<file path="config.mk">
export PLATFORM = sky130hd
export DESIGN_NAME = acs_clock_sel
export DESIGN_NICKNAME = d
export VERILOG_FILES = /design/src/design/acs_clock_sel_end.sv /design/src/design/acs_pkg.sv /design/src/design/acs_clock_sel.sv /design/src/design/acs_rate_mon.sv
export VERILOG_INCLUDE_DIRS = /design/src /design/src/design
export SDC_FILE = /design/constraint.sdc
export NUM_CORES = 1
export LEC_CHECK = 0
export BUFFER_PORTS_ARGS = -buffer_cell sky130_fd_sc_hd__buf_2
export CAP_MARGIN = 20
export CORE_MARGIN = 5
export CORE_UTILIZATION = 30
export CTS_CLUSTER_SIZE = 25
export DETAILED_ROUTE_END_ITERATION = 16
export HOLD_SLACK_MARGIN = 0.12
export PLACE_DENSITY = 0.5
export SLEW_MARGIN = 10
export SYNTH_ARGS = -nofsm -noshare
export SYNTH_HDL_FRONTEND = slang
export SYNTH_HIERARCHICAL = 1
export SYNTH_SLANG_ARGS = --single-unit
</file>
<file path="constraint.sdc">
create_clock -name aclk -period 3.8 [get_ports aclk]
set_clock_uncertainty 0.05 [all_clocks]
set_input_delay 0.76 -clock aclk [delete_from_list [all_inputs] [get_ports aclk]]
set_output_delay 0.76 -clock aclk [all_outputs]
set_load 0.005 [all_outputs]
</file>
<file path="src/design/acs_map.svh">
// Register offsets, field positions, reset values and timing counts
`ifndef ACS_MAP_SVH
`define ACS_MAP_SVH

// ---------------------------------------------------------------
// Register byte offsets
// ---------------------------------------------------------------
`define ACS_OFS_CTRL     8'h00
`define ACS_OFS_PER      8'h04
`define ACS_OFS_STS      8'h08
`define ACS_OFS_IRQ      8'h0C
`define ACS_OFS_MASK     8'h10

// ---------------------------------------------------------------
// Field positions
// ---------------------------------------------------------------
`define ACS_SRC_LSB      0
`define ACS_SPD_LSB      4
`define ACS_STS_REF_LSB  0
`define ACS_STS_MST_BIT  2
`define ACS_STS_DBL_BIT  3
`define ACS_STS_QUAD_BIT 4
`define ACS_STS_CH_LSB   8
`define ACS_STS_IN_LSB   16
`define ACS_IRQ_LK_LSB   0
`define ACS_IRQ_REF_BIT  4
`define ACS_IRQ_FB_BIT   5

// ---------------------------------------------------------------
// Reset values and fixed codes
// ---------------------------------------------------------------
`define ACS_RST_SRC      2'h2
`define ACS_RST_SPD      2'h0
`define ACS_RST_PER      11'h008
`define ACS_RST_MASK     6'h00
`define ACS_CH_SINGLE    4'h8
`define ACS_CH_DOUBLE    4'h4
`define ACS_CH_QUAD      4'h2
`define ACS_RESP_OKAY    2'h0
`define ACS_RESP_SLVERR  2'h2

// ---------------------------------------------------------------
// Timing
// ---------------------------------------------------------------
`define ACS_CLK_NS       100
`define ACS_LOSS_NS      110000
`define ACS_LOSS_CYC     11'(`ACS_LOSS_NS / `ACS_CLK_NS)
`define ACS_PER_MIN      11'h004
`define ACS_PER_MAX      11'h3E8
`define ACS_JIT          11'h001
`define ACS_SYNC_TOL     11'h001

`endif

</file>
<file path="src/design/acs_clock_sel_end.sv">
// (unused)

</file>
<file path="src/design/acs_pkg.sv">
// Types shared by the clock selector files
package acs_pkg;
	typedef enum logic [1:0] {REF_INT, REF_WCK, REF_OPT, REF_COAX} acs_ref_t;
	typedef enum logic [1:0] {SPD_SINGLE, SPD_DOUBLE, SPD_QUAD} acs_speed_t;
	typedef enum logic [1:0] {LK_NONE, LK_LOCK, LK_SYNC} acs_lock_t;
endpackage

</file>
<file path="src/design/acs_clock_sel.sv">
// Automatic sample-clock selector with its AXI4-Lite register slave
// ------------------------------------------------------------------
// Behaviour
// - Each digital input is watched all the time for a valid, locked clock.
// - In auto mode a valid word clock, optical or coaxial input takes over from the crystal as reference.
// - When the reference input dies and none other is valid, the crystal returns.
// - The chosen clock source is preferred and kept while it stays valid.
// - Optical and coaxial receive together, yet only one is the reference.
// - Each of word clock, optical, coaxial and timecode reports none, lock or sync.
// - An input at another rate than the operating rate never shows sync.
// - The current reference, crystal or a named input, is reported.
// - Double rate splits optical samples two ways and leaves four channels.
// - Quad rate splits optical samples four ways and leaves two channels.
// ------------------------------------------------------------------
//
// Chosen here: the register addresses and register access over AXI4-Lite.
`timescale 1ns/1ps
`include "acs_map.svh"

module acs_clock_sel
	import acs_pkg::*;
(
	// Clock and reset
	input  wire logic        aclk,
	input  wire logic        aresetn,
	// AXI4-Lite write address
	input  wire logic [7:0]  s_axi_awaddr,
	input  wire logic        s_axi_awvalid,
	output logic             s_axi_awready,
	// AXI4-Lite write data
	input  wire logic [31:0] s_axi_wdata,
	input  wire logic [3:0]  s_axi_wstrb,
	input  wire logic        s_axi_wvalid,
	output logic             s_axi_wready,
	// AXI4-Lite write response
	output logic [1:0]       s_axi_bresp,
	output logic             s_axi_bvalid,
	input  wire logic        s_axi_bready,
	// AXI4-Lite read address
	input  wire logic [7:0]  s_axi_araddr,
	input  wire logic        s_axi_arvalid,
	output logic             s_axi_arready,
	// AXI4-Lite read data
	output logic [31:0]      s_axi_rdata,
	output logic [1:0]       s_axi_rresp,
	output logic             s_axi_rvalid,
	input  wire logic        s_axi_rready,
	// Input clock pins
	input  wire logic        word_clk_in,
	input  wire logic        opt_clk_in,
	input  wire logic        coax_clk_in,
	input  wire logic        tc_clk_in,
	// Clock control outputs
	output logic [1:0]       ref_sel,
	output logic             master_mode,
	output logic             double_rate_sample_split,
	output logic             quad_rate_sample_split,
	output logic [3:0]       opt_chan_count,
	// Interrupt
	output logic             irq
);
	acs_ref_t    src_q;
	acs_ref_t    ref_q;
	acs_ref_t    ref_nx;
	acs_speed_t  spd_q;
	logic [10:0] exp_per_q;
	logic [5:0]  mask_q;
	logic [5:0]  irq_sts_q;
	logic [5:0]  irq_set;
	logic [5:0]  irq_clr;
	logic [5:0]  sts_d;
	logic [3:0]  pin_w;
	logic [3:0]  lk_w;
	logic [3:0]  sy_w;
	logic [3:0]  lk_prev_q;
	logic [7:0]  in_sts_q;
	logic [7:0]  aw_addr_q;
	logic        aw_got_q;
	logic [31:0] w_data_q;
	logic [3:0]  w_strb_q;
	logic        w_got_q;
	logic        aw_hs;
	logic        w_hs;
	logic        wr_go;
	logic        ar_hs;
	logic [31:0] ctrl_w;
	logic [31:0] sts_w;
	logic [31:0] rd_w;
	logic [31:0] ctrl_nx;
	logic [31:0] per_nx;
	logic [31:0] mask_nx;

	// ---------------------------------------------------------
	// Helper functions
	// ---------------------------------------------------------

	// Lock of the input behind a reference choice
	function automatic logic ref_ok(acs_ref_t r, logic [3:0] lk);
		ref_ok = (r != REF_INT) && lk[2'(r) - 2'h1];
	endfunction

	// Next reference: crystal, preferred, current, then fixed order
	function automatic acs_ref_t pick(acs_ref_t src, acs_ref_t cur, logic [3:0] lk);
		if (src == REF_INT)
			pick = REF_INT;
		else if (ref_ok(src, lk))
			pick = src;
		else if (ref_ok(cur, lk))
			pick = cur;
		else if (lk[0])
			pick = REF_WCK;
		else if (lk[1])
			pick = REF_OPT;
		else if (lk[2])
			pick = REF_COAX;
		else
			pick = REF_INT;
	endfunction

	// Report code of one input
	function automatic acs_lock_t lk_code(logic lk, logic sy);
		if (sy)
			lk_code = LK_SYNC;
		else if (lk)
			lk_code = LK_LOCK;
		else
			lk_code = LK_NONE;
	endfunction

	// Word address match
	function automatic logic hit(logic [7:0] a, logic [7:0] ofs);
		hit = (a[7:2] == ofs[7:2]);
	endfunction

	// Any register at this address
	function automatic logic mapped(logic [7:0] a);
		mapped = hit(a, `ACS_OFS_CTRL) || hit(a, `ACS_OFS_PER) || hit(a, `ACS_OFS_STS)
			|| hit(a, `ACS_OFS_IRQ) || hit(a, `ACS_OFS_MASK);
	endfunction

	// Byte-lane merge of a write
	function automatic logic [31:0] merge(logic [31:0] old, logic [31:0] nw, logic [3:0] st);
		for (int b = 0; b < 4; b++)
			merge[8*b +: 8] = st[b] ? nw[8*b +: 8] : old[8*b +: 8];
	endfunction

	// ---------------------------------------------------------
	// Input monitors
	// ---------------------------------------------------------
	assign pin_w = {tc_clk_in, coax_clk_in, opt_clk_in, word_clk_in};

	// One monitor per input, all watching at once
	genvar gi;
	generate
		for (gi = 0; gi < 4; gi++) begin : g_mon
			acs_rate_mon u_mon (
				.aclk    (aclk),
				.aresetn (aresetn),
				.link_in (pin_w[gi]),
				.exp_per (exp_per_q),
				.locked  (lk_w[gi]),
				.synced  (sy_w[gi])
			);
		end
	endgenerate

	// Per-input report codes
	always_ff @(posedge aclk) begin
		if (!aresetn) begin
			in_sts_q <= 8'h00;
		end else begin
			for (int i = 0; i < 4; i++)
				in_sts_q[2*i +: 2] <= lk_code(lk_w[i], sy_w[i]);
		end
	end

	// ---------------------------------------------------------
	// Reference selection
	// ---------------------------------------------------------

	// Timecode never clocks the device, so it is no candidate
	assign ref_nx = pick(src_q, ref_q, lk_w);

	// Single reference register; master whenever the crystal runs
	always_ff @(posedge aclk) begin
		if (!aresetn) begin
			ref_q       <= REF_INT;
			master_mode <= 1'b1;
		end else begin
			ref_q       <= ref_nx;
			master_mode <= (ref_nx == REF_INT);
		end
	end

	assign ref_sel = ref_q;

	// Optical sample split follows the operating speed range
	always_ff @(posedge aclk) begin
		if (!aresetn) begin
			double_rate_sample_split <= 1'b0;
			quad_rate_sample_split   <= 1'b0;
			opt_chan_count           <= `ACS_CH_SINGLE;
		end else begin
			unique case (spd_q)
				SPD_DOUBLE: begin
					double_rate_sample_split <= 1'b1;
					quad_rate_sample_split   <= 1'b0;
					opt_chan_count           <= `ACS_CH_DOUBLE;
				end
				SPD_QUAD: begin
					double_rate_sample_split <= 1'b0;
					quad_rate_sample_split   <= 1'b1;
					opt_chan_count           <= `ACS_CH_QUAD;
				end
				default: begin
					double_rate_sample_split <= 1'b0;
					quad_rate_sample_split   <= 1'b0;
					opt_chan_count           <= `ACS_CH_SINGLE;
				end
			endcase
		end
	end

	// ---------------------------------------------------------
	// Interrupt status
	// ---------------------------------------------------------

	// Lock changes, reference changes and fallback to the crystal
	always_comb begin
		irq_set = 6'h00;
		irq_set[`ACS_IRQ_LK_LSB +: 4] = lk_w ^ lk_prev_q;
		irq_set[`ACS_IRQ_REF_BIT] = (ref_nx != ref_q);
		irq_set[`ACS_IRQ_FB_BIT] = (ref_nx == REF_INT) && (ref_q != REF_INT);
	end

	// Read clears, but an event in the same cycle survives
	assign irq_clr = (ar_hs && hit(s_axi_araddr, `ACS_OFS_IRQ)) ? 6'h3F : 6'h00;
	assign sts_d   = (irq_sts_q & ~irq_clr) | irq_set;

	always_ff @(posedge aclk) begin
		if (!aresetn) begin
			irq_sts_q <= 6'h00;
			lk_prev_q <= 4'h0;
			irq       <= 1'b0;
		end else begin
			irq_sts_q <= sts_d;
			lk_prev_q <= lk_w;
			irq       <= |(sts_d & mask_q);
		end
	end

	// ---------------------------------------------------------
	// AXI4-Lite write path
	// ---------------------------------------------------------
	assign aw_hs = s_axi_awvalid && s_axi_awready;
	assign w_hs  = s_axi_wvalid && s_axi_wready;
	assign wr_go = aw_got_q && w_got_q && !s_axi_bvalid;

	// Address and data held apart so either may arrive first
	always_ff @(posedge aclk) begin
		if (!aresetn) begin
			aw_got_q      <= 1'b0;
			aw_addr_q     <= 8'h00;
			s_axi_awready <= 1'b0;
		end else begin
			if (aw_hs) begin
				aw_got_q  <= 1'b1;
				aw_addr_q <= s_axi_awaddr;
			end else if (wr_go) begin
				aw_got_q  <= 1'b0;
			end
			s_axi_awready <= !(aw_hs || (aw_got_q && !wr_go));
		end
	end

	always_ff @(posedge aclk) begin
		if (!aresetn) begin
			w_got_q      <= 1'b0;
			w_data_q     <= 32'h0000_0000;
			w_strb_q     <= 4'h0;
			s_axi_wready <= 1'b0;
		end else begin
			if (w_hs) begin
				w_got_q  <= 1'b1;
				w_data_q <= s_axi_wdata;
				w_strb_q <= s_axi_wstrb;
			end else if (wr_go) begin
				w_got_q  <= 1'b0;
			end
			s_axi_wready <= !(w_hs || (w_got_q && !wr_go));
		end
	end

	// Response one cycle after both halves are in
	always_ff @(posedge aclk) begin
		if (!aresetn) begin
			s_axi_bvalid <= 1'b0;
			s_axi_bresp  <= `ACS_RESP_OKAY;
		end else if (wr_go) begin
			s_axi_bvalid <= 1'b1;
			s_axi_bresp  <= mapped(aw_addr_q) ? `ACS_RESP_OKAY : `ACS_RESP_SLVERR;
		end else if (s_axi_bready) begin
			s_axi_bvalid <= 1'b0;
		end
	end

	// Control word as seen by software
	always_comb begin
		ctrl_w = 32'h0000_0000;
		ctrl_w[`ACS_SRC_LSB +: 2] = src_q;
		ctrl_w[`ACS_SPD_LSB +: 2] = spd_q;
	end

	assign ctrl_nx = merge(ctrl_w, w_data_q, w_strb_q);
	assign per_nx  = merge({21'h0, exp_per_q}, w_data_q, w_strb_q);
	assign mask_nx = merge({26'h0, mask_q}, w_data_q, w_strb_q);

	// Writable registers; status words ignore writes
	always_ff @(posedge aclk) begin
		if (!aresetn) begin
			src_q     <= acs_ref_t'(`ACS_RST_SRC);
			spd_q     <= acs_speed_t'(`ACS_RST_SPD);
			exp_per_q <= `ACS_RST_PER;
			mask_q    <= `ACS_RST_MASK;
		end else if (wr_go) begin
			if (hit(aw_addr_q, `ACS_OFS_CTRL)) begin
				src_q <= acs_ref_t'(ctrl_nx[`ACS_SRC_LSB +: 2]);
				spd_q <= acs_speed_t'(ctrl_nx[`ACS_SPD_LSB +: 2]);
			end
			if (hit(aw_addr_q, `ACS_OFS_PER))
				exp_per_q <= per_nx[10:0];
			if (hit(aw_addr_q, `ACS_OFS_MASK))
				mask_q <= mask_nx[5:0];
		end
	end

	// ---------------------------------------------------------
	// AXI4-Lite read path
	// ---------------------------------------------------------
	assign ar_hs = s_axi_arvalid && s_axi_arready;

	// Status word: reference, split mode and per-input codes
	always_comb begin
		sts_w = 32'h0000_0000;
		sts_w[`ACS_STS_REF_LSB +: 2] = ref_q;
		sts_w[`ACS_STS_MST_BIT] = master_mode;
		sts_w[`ACS_STS_DBL_BIT] = double_rate_sample_split;
		sts_w[`ACS_STS_QUAD_BIT] = quad_rate_sample_split;
		sts_w[`ACS_STS_CH_LSB +: 4] = opt_chan_count;
		sts_w[`ACS_STS_IN_LSB +: 8] = in_sts_q;
	end

	// Read multiplexer
	always_comb begin
		rd_w = 32'h0000_0000;
		if (hit(s_axi_araddr, `ACS_OFS_CTRL))
			rd_w = ctrl_w;
		else if (hit(s_axi_araddr, `ACS_OFS_PER))
			rd_w = {21'h0, exp_per_q};
		else if (hit(s_axi_araddr, `ACS_OFS_STS))
			rd_w = sts_w;
		else if (hit(s_axi_araddr, `ACS_OFS_IRQ))
			rd_w = {26'h0, irq_sts_q};
		else if (hit(s_axi_araddr, `ACS_OFS_MASK))
			rd_w = {26'h0, mask_q};
	end

	// One read at a time; data captured at the address handshake
	always_ff @(posedge aclk) begin
		if (!aresetn) begin
			s_axi_arready <= 1'b0;
			s_axi_rvalid  <= 1'b0;
			s_axi_rdata   <= 32'h0000_0000;
			s_axi_rresp   <= `ACS_RESP_OKAY;
		end else begin
			s_axi_arready <= !(ar_hs || (s_axi_rvalid && !s_axi_rready));
			if (ar_hs) begin
				s_axi_rvalid <= 1'b1;
				s_axi_rdata  <= rd_w;
				s_axi_rresp  <= mapped(s_axi_araddr) ? `ACS_RESP_OKAY : `ACS_RESP_SLVERR;
			end else if (s_axi_rready) begin
				s_axi_rvalid <= 1'b0;
			end
		end
	end
endmodule

</file>
<file path="src/design/acs_rate_mon.sv">
// Lock and rate monitor for one input clock pin
`timescale 1ns/1ps
`include "acs_map.svh"

module acs_rate_mon (
	// Clock and reset
	input  wire logic        aclk,
	input  wire logic        aresetn,
	// Raw pin and expected period
	input  wire logic        link_in,
	input  wire logic [10:0] exp_per,
	// Results
	output logic             locked,
	output logic             synced
);
	logic        s0_q;
	logic        s1_q;
	logic        prev_q;
	logic [10:0] cnt_q;
	logic [10:0] per_q;
	logic        lk_q;
	logic        sy_q;
	logic        rise;
	logic [10:0] per_new;

	// Distance test between two periods
	function automatic logic near(logic [10:0] a, logic [10:0] b, logic [10:0] tol);
		near = ((a > b) ? (a - b) : (b - a)) <= tol;
	endfunction

	// --------------------------------------------------------
	// Pin synchroniser; edges are seen on the second stage only
	// --------------------------------------------------------
	always_ff @(posedge aclk) begin
		if (!aresetn) begin
			s0_q   <= 1'b0;
			s1_q   <= 1'b0;
			prev_q <= 1'b0;
		end else begin
			s0_q   <= link_in;
			s1_q   <= s0_q;
			prev_q <= s1_q;
		end
	end

	assign rise    = s1_q && !prev_q;
	assign per_new = cnt_q + 11'h001;

	// Period counter, saturates so a dead pin reads as too slow
	always_ff @(posedge aclk) begin
		if (!aresetn)
			cnt_q <= 11'h000;
		else if (rise)
			cnt_q <= 11'h000;
		else if (cnt_q != `ACS_LOSS_CYC)
			cnt_q <= cnt_q + 11'h001;
	end

	// Lock needs two matching periods inside the legal window
	always_ff @(posedge aclk) begin
		if (!aresetn) begin
			per_q <= 11'h000;
			lk_q  <= 1'b0;
		end else if (rise) begin
			per_q <= per_new;
			lk_q  <= (per_new >= `ACS_PER_MIN) && (per_new <= `ACS_PER_MAX)
				&& near(per_new, per_q, `ACS_JIT);
		end else if (cnt_q == `ACS_LOSS_CYC) begin
			lk_q  <= 1'b0;
		end
	end

	// Sync only when the rate matches the operating rate
	always_ff @(posedge aclk) begin
		if (!aresetn)
			sy_q <= 1'b0;
		else
			sy_q <= lk_q && near(per_q, exp_per, `ACS_SYNC_TOL);
	end

	assign locked = lk_q;
	assign synced = sy_q;
endmodule

</file>
==> results.ini, run 1 <==
[layout]
fin_nets=2489
antennaDiodeCount=0
final-seq-area_mm2=0.00406
multi_input_area_mm2=0.0116
final-instance-count-excl-fill=2999
ratio_of_cells_with_drive_above_1_in_the_final_layout_pct=17.5
area_growth_pct=18.5
fillerInstances=5820

[timing]
min_period_over_period_pct=97.5
hold_viol_final=0
postLayoutSetupSlackWorst_ns=0.0949
unrepaired_setup_endpoints_after_global_routing=true
max_slew_margin_pct=42.0
final-setup-viol-count=0
final_report_max_slew_violation_count=0
timing.final.crit_period_ns=3.71
fmax_mhz=270
worst_pin_slew_ns=0.870

[drt]
wirelength_met1_um=24100
vias_per_cell=5.01
met3WireLength_um=1890
dr.first_iter.drc_count=999
route.detailed.drc=0
drtAntennaViolNets=0
top_routing_layer_in_use=met5
routed_wire_length_on_met2_um=22900
detailedRoute.firstPassIterationCount=5
num_vias=15000
route.detailed.wl_per_inst_um=16.8
postRouteWirelength_um=50500

[global_routing]
grt_use_total_pct=16.1
grt_pass1_vias=14800
grt_antenna_before_repair=1
first_pass_grt_wire_length_um=80500
grt_max_degree=52
total_global_routing_overflow=0

[critical_path]
cp_cell_sequence=ha_1 -> nand2_1 -> nor2_2 -> nand4_1 -> xor2_2 -> inv_1 -> ha_1 -> nand3_1 -> nor4_2 -> a211o_1 -> a31oi_4 -> buf_4 -> mux2_2 -> o21ai_0 -> a31oi_1 -> xnor2_1 -> o31ai_2
cp.buffers_inverters=2
maximum_cell_stage_delay_along_the_critical_path_ns=0.39
crit_path_max_fanout=8
startpoint_of_the_most_critical_setup_path=g_mon[2].u_mon/cnt_q[0]
critPathLaunchType=flop
setup.worst_path.class=flop to flop
required_ns=4.24
critical_path.top_delay_family=compound AO/OA/AOI/OAI gates
cp-end-kind=flop
reg2reg_from=g_mon[2].u_mon/cnt_q[0]
cp_data_arrival_time_ns=4.14
worst_path_max_delay_cell=dfxtp_1
critical_path.most_common_cell=ha_1

[synth]
syn-cell-area_mm2=0.0167
yosys_warnings=6
ys_ff_latch=202
synthesis.instances=2066
seq_area_frac_synth_pct=24.3
async_reset_ff_share_pct=0
synth-edff-count=0
synth_flop_cell=dfxtp_1
synthDistinctLibCells=117
synth_area_per_cell_um2=8.06

[hold_path]
min_path_type=primary input to flop
startpoint_of_the_tightest_hold_check_path=tc_clk_in

[clocking]
cts_buffers=27
clock_tree.htree_level_count=1
cts_num_sinks=202
cts_tree=built
clk_transition_reported_paths_ns=0.06
max-clock-path-buffers=3
hold_buffers=0
clk_root_buffer_cell=clkbuf_16
clock_latency_late_sink_ns=0.56

[placement]
dpl_worst_slack_ns=0.0304
port_buffers=71
gp_congestion=0.876
detailed_place_hpwl_um=39700
placedCellCount=2946

[die]
area_of_the_die_mm2=0.0603
die-height_um=246
die_width_um=246
placement_rows=86
start_util_pct=30.2
i_o_pins=114
fp.coreArea_mm2=0.0551

[pwr]
leakagePower_uw=0.00900
irDropWorstVdd_mv=0.315
power_density_mw_per_mm2=353

[flow_run]
maxCapViolations=0

[run_status]
outcome=complete, no violations

worst paths after layout:
kind                                               to  slack [ns]  depth (start not counted)
worst min register to register            in_sts_q[0]        0.36                          1
worst max-delay path            g_mon[2].u_mon/locked        0.09                         17
worst max register to register  g_mon[2].u_mon/locked        0.09                         17
worst min-delay path              g_mon[3].u_mon/s0_q        0.35                          2
registers in the layout, summed over array words and instances, names as in the netlist, 6 cells and up:
signal and cells:
w_data_q 11, mask_q 6, g_mon.u_mon/cnt_q 44, irq_sts_q 6, in_sts_q 8, aw_addr_q 6
exp_per_q 11, s_axi_rdata 20, g_mon.u_mon/per_q 44
cells by family after synthesis:
kind of cell	count (synthesis)	synth area share (%)
compound gates	466	19.6
xor+xnor	109	5.73
fa+ha+maj	192	15.1
buf+inv	293	7.73
flops	202	24.3
mux	99	6.24
other cells	1	0.0225
simple gates	704	21.3
synth_stat cells, drive strengths merged, types with 38 or more instances:
master  count  area [um2]
nand2     208         796
dfxtp     202        4040
inv       191         717
ha        176        2200
a21oi     164         836
nor2      151         569
mux2i      75         751
o21ai      75         394
buf        68         442
nand3      67         345
xnor2      58         508
xor2       51         447
and2       45         284
nor3       41         210
nand4      39         265
and3       38         240
power by group:
part / switching, uW / leakage (uW) / internal (uW)
logic: 1140 / 0.00691 / 962
clock network: 1050 / 0.000447 / 1580
registers: 55.4 / 0.00164 / 2180
total: 2250 / 0.00900 / 4720
layer usage:
layer  up-vias  track usage [%]
met5         -                0
met3        83             2.24
met4         2             4.51
met1      7116             22.0
li1       7520                -
met2       289             26.5
metrics by stage:
stage               hold WS (ns)  instance area [um2]  TNS, ns  utilization [%]  power, uW
global route               0.327                19700   -0.179             35.8       7350
floorplan                  0.333                16700        0                -       3790
finish                     0.347                19700        0             35.8       6970
CTS                        0.319                19500        0             35.4       6980
detailed placement         0.361                18600        0             33.8       4300
global placement           0.347                18600        0             33.8       4300
area by class of cell:
type	instances	share of cell area [%]
repair buffers	227	7.96
flip-flops and latches	202	20.6
inverters	191	3.63
multi-input cells	1585	58.6
well taps	748	4.74
clock inverters	11	0.774
clock buffers	35	3.78
placed cells by master (no fill, tap or decap), types with 46 or more instances in the layout:
cell type / instances
o21ai_0: 60
buf_2: 70
inv_1: 189
dfxtp_1: 192
ha_1: 172
nand3_1: 64
xnor2_1: 57
nor2_1: 149
buf_4: 153
nand2_1: 204
a21oi_1: 157
mux2i_1: 75
xor2_1: 46
repair_timing:
action	4_1_cts	5_1_grt
gates resized for setup	0	47
setup endpoints to repair	0	5
setup buffers	0	7
(Power assumes the default switching activity.)
==> run 2: changes to the inputs <==
- CTS_BUF_LIST: default -> sky130_fd_sc_hd__clkbuf_16
- CTS_CLUSTER_DIAMETER: default -> 120
==> run 2 against run 1 <==
Routed wire length fell by 1.1%. Non-clock buffer count did not move. First-iteration DRC count fell by 11%. Sequential share of layout area rose by 0.53 points. Utilization fell by 0.82 points.
==> results.ini, run 2 (same netlist as run 1, synthesis figures left out) <==
[die]
die-height_um=246  ; unchanged
placement_rows=86  ; unchanged
area_of_the_die_mm2=0.0603  ; unchanged
fp.coreArea_mm2=0.0551  ; unchanged
start_util_pct=30.2  ; unchanged
i_o_pins=114  ; unchanged
die_width_um=246  ; unchanged

[timing]
unrepaired_setup_endpoints_after_global_routing=true
min_period_over_period_pct=96.3  ; -1.2 points
final_report_max_slew_violation_count=0  ; unchanged
max_slew_margin_pct=42.3  ; +0.25 points
worst_pin_slew_ns=0.866  ; -0.00372 ns
timing.final.crit_period_ns=3.66  ; -0.0471 ns
hold_viol_final=0  ; unchanged
fmax_mhz=273  ; +1.3%
final-setup-viol-count=0  ; unchanged

[critical_path]
cp_cell_sequence=ha_2 -> nand2_1 -> nor2_2 -> nand4_1 -> xor2_2 -> inv_1 -> ha_1 -> nand3_1 -> nor4_2 -> a211o_1 -> a31oi_4 -> buf_4 -> mux2_2 -> o21ai_0 -> a31oi_1 -> xnor2_1 -> o31ai_2
setup.reg_to_reg.worst_slack_ns=0.14  ; +0.05 ns
critical_path.top_delay_family=compound AO/OA/AOI/OAI gates
r2r_end=g_mon[2].u_mon/locked
crit_path_max_fanout=8  ; unchanged
reg2reg_from=g_mon[2].u_mon/cnt_q[0]
required_ns=4.19  ; -0.05 ns
worst_path_max_delay_cell=dfxtp_2
cp.buffers_inverters=2  ; unchanged
cp_data_arrival_time_ns=4.05  ; -0.09 ns
critPathLaunchType=flop
maximum_cell_stage_delay_along_the_critical_path_ns=0.37  ; -0.02 ns
setup.worst_path.class=flop to flop
cp-end-kind=flop
reg2regPathDepth=17  ; unchanged

[pwr]
finalPower_uw=5930  ; -15%
internal_power_uw=3870  ; -18%
power.share.clock_pct=26.7  ; -11 points
switching_power_uw=2060  ; -8.4%
seq_power_share_pct=37.6  ; +5.6 points
p_sw_share_pct=34.7  ; +2.5 points
pwr-share-comb_pct=35.7  ; +5.5 points
leakagePower_uw=0.00877  ; -2.6%
power_density_mw_per_mm2=307  ; -13%
irDropWorstVdd_mv=0.273  ; -13%

[clocking]
clock_latency_late_sink_ns=0.52  ; -0.04 ns
max-clock-path-buffers=3  ; unchanged
clk_root_buffer_cell=clkbuf_16
clk_transition_reported_paths_ns=0.11  ; +0.05 ns
cts_tree=built
clock_tree.htree_level_count=1  ; unchanged
cts_buffers=13  ; -52%
cts_num_sinks=202  ; unchanged

[layout]
final-seq-area_mm2=0.00407  ; +0.22%
fin_util_pct=35.0  ; -0.82 points
multi_input_area_mm2=0.0116  ; +0.16%
final_cell_mix=204 x nand2_1, 190 x inv_1, 189 x dfxtp_1, 171 x ha_1, 157 x a21oi_1
final-instance-count-excl-fill=2972  ; -0.90%
fin_nets=2475  ; -0.56%
fillerInstances=5843  ; +0.40%
ratio_of_cells_with_drive_above_1_in_the_final_layout_pct=16.9  ; -0.60 points
layout.cells.most_common=nand2_1
area_growth_pct=15.8
antennaDiodeCount=0  ; unchanged
largest_registers=g_mon.u_mon/cnt_q (44), g_mon.u_mon/per_q (44), s_axi_rdata (20)

[drt]
detailedRoute.firstPassIterationCount=5  ; unchanged
dr.first_iter.drc_count=887  ; -11%
vias_per_cell=4.98  ; -0.46%
postRouteWirelength_um=49900  ; -1.1%
num_vias=14800  ; -1.4%
route.detailed.drc=0  ; unchanged
drtAntennaViolNets=0  ; unchanged
route.detailed.wl_per_inst_um=16.8  ; -0.20%

[global_routing]
grt_use_total_pct=15.9  ; -0.21 points
grt_pass1_vias=14500  ; -1.6%
total_global_routing_overflow=0  ; unchanged
grt_antenna_before_repair=1  ; unchanged
grt_max_degree=52  ; unchanged
first_pass_grt_wire_length_um=79500  ; -1.3%

[placement]
placedCellCount=2946  ; unchanged
gp_congestion=0.876  ; unchanged
detailed_place_hpwl_um=39700  ; unchanged
port_buffers=71  ; unchanged

[hold_path]
min_path_type=flop to flop
number_of_stages_on_the_worst_hold_path=1  ; -1
worstHoldEndpoint=in_sts_q[0]
startpoint_of_the_tightest_hold_check_path=g_mon[0].u_mon/synced

[flow_run]
maxCapViolations=0  ; unchanged

[run_status]
outcome=complete, no violations

## run 2: changes by cell type in the layout (fill, tap and decap cells not counted), sizes merged
cell	previous run	this run
clkbuf	35	13
clkinv	6	0
inv	193	196
bufinv	3	1
## run 2: how the worst max path moves through the flow
stage | depth (start not counted) | endpoint | slack [ns] | startpoint
finish | 17 | g_mon[2].u_mon/locked | 0.14 | g_mon[2].u_mon/cnt_q[0]
global placement | 15 | g_mon[0].u_mon/locked | 0.07 | g_mon[0].u_mon/cnt_q[1]
CTS | 11 | g_mon[0].u_mon/synced | 0.006 | exp_per_q[2]
floorplan | 15 | g_mon[0].u_mon/locked | 0.05 | g_mon[0].u_mon/cnt_q[0]
global route | 17 | g_mon[2].u_mon/locked | -0.1 | g_mon[2].u_mon/cnt_q[0]
detailed placement | 11 | g_mon[0].u_mon/synced | 0.03 | exp_per_q[2]
## run 2: layer usage
layer  global-route usage, %  vias to the layer above  share of wire (%)
li1                        -                     7473                  -
met1                    22.0                     7016                 48
met2                    26.3                      241                 45
met3                    1.51                       75                3.1
met4                    4.55                        2                3.0
met5                       0                        -              0.026
## run 2: layout make-up
class | count | share of cell area (%)
inverters | 191 | 3.72
clock inverters | 6 | 0.454
flip-flops and latches | 202 | 21.1
well taps | 748 | 4.85
repair buffers | 227 | 8.16
multi-input cells | 1585 | 60.0
clock buffers | 13 | 1.69
## run 2: what timing repair did
item	4_1_cts	5_1_grt
hold buffers	0	0
setup buffers	0	7
endpoints found under the setup margin	0	7
hold endpoints to repair	0	0
gates resized for setup	0	57
## run 2: per-stage QoR
stage	hold WS, ns	area [um2]	setup TNS, ns	setup WS, ns
6_report	0.369	19300	0	0.142
5_1_grt	0.390	19300	-0.106	-0.0955
4_1_cts	0.375	19000	0	0.00633
3_5_place_dp	0.361	18600	0	0.0304
3_3_place_gp	0.347	18600	0	0.0661
2_1_floorplan	0.333	16700	0	0.0514
## run 2: power by group through the flow
stage	Sequential (uW)	Clock [uW]	Combinational (uW)
2_1_floorplan	2260	0	1530
3_3_place_gp	2280	0	2020
3_5_place_dp	2280	0	2030
4_1_cts	2230	1660	2040
5_1_grt	2240	1710	2330
6_report	2230	1580	2120
==> run 3: changes to the inputs <==
- CTS_BUF_LIST: sky130_fd_sc_hd__clkbuf_16 -> sky130_fd_sc_hd__clkbuf_4
==> run 3 against run 2 <==
Clock-buffer cell count increased by 1. Cell count increased by 0.84%. Die area unchanged. First-iteration DRC count increased by 11%. Combinational power increased by 3%. Utilization increased by 0.16 points. Total power decreased by 7.3%. Setup slack got worse by 0.051 ns. Sequential cell count unchanged. Cell area increased by 0.45%. Clock power decreased by 32%. Global-route usage increased by 0.18 points. Largest cell class unchanged. Largest power group unchanged. Highest routed layer unchanged.
==> results.ini, run 3 (same netlist as run 1, synthesis figures left out) <==
[die]
area_of_the_die_mm2=0.0603  ; unchanged
start_util_pct=30.2  ; unchanged
die-height_um=246  ; unchanged
die_width_um=246  ; unchanged
placement_rows=86  ; unchanged
fp.coreArea_mm2=0.0551  ; unchanged
i_o_pins=114  ; unchanged

[layout]
final-seq-area_mm2=0.00408  ; +0.37%
final-instance-count-excl-fill=2997  ; +0.84%
largest_registers=g_mon.u_mon/cnt_q (44), g_mon.u_mon/per_q (44), s_axi_rdata (20)
multi_input_area_mm2=0.0116  ; +0.35%
fin_nets=2499  ; +0.97%
ratio_of_cells_with_drive_above_1_in_the_final_layout_pct=17.2  ; +0.26 points
area_growth_pct=16.3
fillerInstances=5840  ; -0.051%
final_cell_mix=204 x nand2_1, 189 x inv_1, 183 x dfxtp_1, 170 x ha_1, 157 x a21oi_1
layout.cells.most_common=nand2_1

[placement]
port_buffers=71  ; unchanged
gp_congestion=0.876  ; unchanged
placedCellCount=2946  ; unchanged
detailed_place_hpwl_um=39700  ; unchanged

[critical_path]
critPathLaunchType=flop
critical_path.top_delay_family=compound AO/OA/AOI/OAI gates
cp_cell_sequence=ha_1 -> nand3_1 -> xor2_1 -> inv_1 -> ha_1 -> a21o_1 -> or3_1 -> o2111ai_2 -> a211oi_4 -> buf_12 -> o21bai_1 -> a2111oi_4 -> o21ai_1 -> o41ai_2 -> and3_1
required_ns=4.38  ; +0.19 ns
crit_path_max_fanout=6  ; -2
maximum_cell_stage_delay_along_the_critical_path_ns=0.39  ; +0.02 ns
cp_data_arrival_time_ns=4.29  ; +0.24 ns
critical_path.most_common_cell=ha_1
setup.worst_path.class=flop to flop
cp-end-kind=flop
worst_path_max_delay_cell=a2111oi_4
cp.buffers_inverters=2  ; unchanged

[timing]
final-setup-viol-count=0  ; unchanged
worst_pin_slew_ns=0.871  ; +0.00535 ns
max_slew_margin_pct=41.9  ; -0.36 points
tns_ns=0  ; unchanged
final_report_max_slew_violation_count=0  ; unchanged
fmax_mhz=270  ; -1.4%
min_period_over_period_pct=97.6  ; +1.3 points
unrepaired_setup_endpoints_after_global_routing=true
timing.final.crit_period_ns=3.71  ; +0.0511 ns
hold_viol_final=0  ; unchanged

[run_status]
outcome=complete, no violations

[global_routing]
total_global_routing_overflow=0  ; unchanged
grt_use_total_pct=16.0  ; +0.18 points
grt_antenna_before_repair=3  ; +2
first_pass_grt_wire_length_um=80200  ; +0.98%
grt_pass1_vias=14700  ; +1.2%
grt_max_degree=52  ; unchanged

[clocking]
clock_latency_late_sink_ns=0.79  ; +0.27 ns
clk_root_buffer_cell=clkbuf_4
max-clock-path-buffers=3  ; unchanged
cts_num_sinks=202  ; unchanged
cts_tree=built
clock_tree.htree_level_count=1  ; unchanged
clk_transition_reported_paths_ns=0.24  ; +0.13 ns
cts_buffers=13  ; unchanged

[drt]
detailedRoute.firstPassIterationCount=5  ; unchanged
route.detailed.drc=0  ; unchanged
dr.first_iter.drc_count=989  ; +11%
drtAntennaViolNets=0  ; unchanged
num_vias=15000  ; +1.2%
postRouteWirelength_um=50500  ; +1.2%
vias_per_cell=5.00  ; +0.32%
route.detailed.wl_per_inst_um=16.9  ; +0.32%

[flow_run]
maxCapViolations=0  ; unchanged

[pwr]
irDropWorstVdd_mv=0.141  ; -48%
leakagePower_uw=0.00879  ; +0.25%
power_density_mw_per_mm2=284  ; -7.7%

[hold_path]
min_path_type=primary input to flop

==> run 3: cell types whose count changed in the layout (fill, tap and decap cells not counted), moves of 3 or more <==
cell	change
dlygate4sd3_1	+23
clkbuf_4	+14
clkbuf_16	-13
dfxtp_1	-6
o21ai_1	+4
dfxtp_2	+3
dfxtp_4	+3
==> run 3: what timing repair did <==
item,4_1_cts,5_1_grt
hold endpoints to repair,23,0
hold buffers,23,0
resized for setup,1,74
setup buffers,0,8
setup endpoints to repair,1,7
pin swaps,0,13
cloned,0,0
==> run 3: worst paths after layout <==
check / startpoint / slack, ns / cells past startpoint / to
hold / removal: opt_clk_in / 0.21 / 2 / g_mon[1].u_mon/s0_q
setup reg to reg: g_mon[3].u_mon/cnt_q[0] / 0.09 / 15 / g_mon[3].u_mon/locked
setup / recovery: g_mon[3].u_mon/cnt_q[0] / 0.09 / 15 / g_mon[3].u_mon/locked
hold reg to reg: g_mon[0].u_mon/synced / 0.38 / 1 / in_sts_q[0]
==> run 3: layer usage <==
metal	part of all wire (%)	up-vias	global-route usage [%]
met4	3.1	4	4.79
met1	47	7069	22.0
li1	-	7519	-
met2	46	303	26.7
met5	0.053	-	0
met3	3.6	85	1.62
==> run 3: report_power, final <==
part           internal [uW]  switching (uW)
sequential              2180            54.6
clock                    275             797
combinational           1020            1170
total                   3470            2020
==> run 3: per-stage QoR <==
stage | util (%) | total power (uW) | hold slack [ns] | area [um2] | setup slack [ns]
floorplan | - | 3790 | 0.333 | 16700 | 0.0514
global placement | 33.8 | 4300 | 0.347 | 18600 | 0.0661
detailed placement | 33.8 | 4300 | 0.361 | 18600 | 0.0304
CTS | 34.5 | 5440 | 0.130 | 19000 | 0.00324
global route | 35.2 | 5840 | 0.156 | 19400 | -0.0438
finish | 35.2 | 5490 | 0.207 | 19400 | 0.0909
==> run 3: cell type report <==
type	count	share of cell area [%]
Clock buffer	14	0.543
Tap cell	748	4.83
Timing Repair Buffer	251	9.46
Sequential cell	202	21.1
Clock inverter	5	0.407
Antenna cell	1	0.0129
Multi-Input combinational cell	1585	60.0
Inverter	191	3.70
==> run 3: worst register-to-register path, delay by kind of cell, from the launching register on <==
| kind | cells | cell delay, ns |
|---|---|---|
| flops | 1 | 0.37 |
| simple gates | 3 | 0.64 |
| fa+ha+maj | 2 | 0.54 |
| xor+xnor | 1 | 0.21 |
| buf+inv | 2 | 0.26 |
| compound gates | 7 | 1.59 |
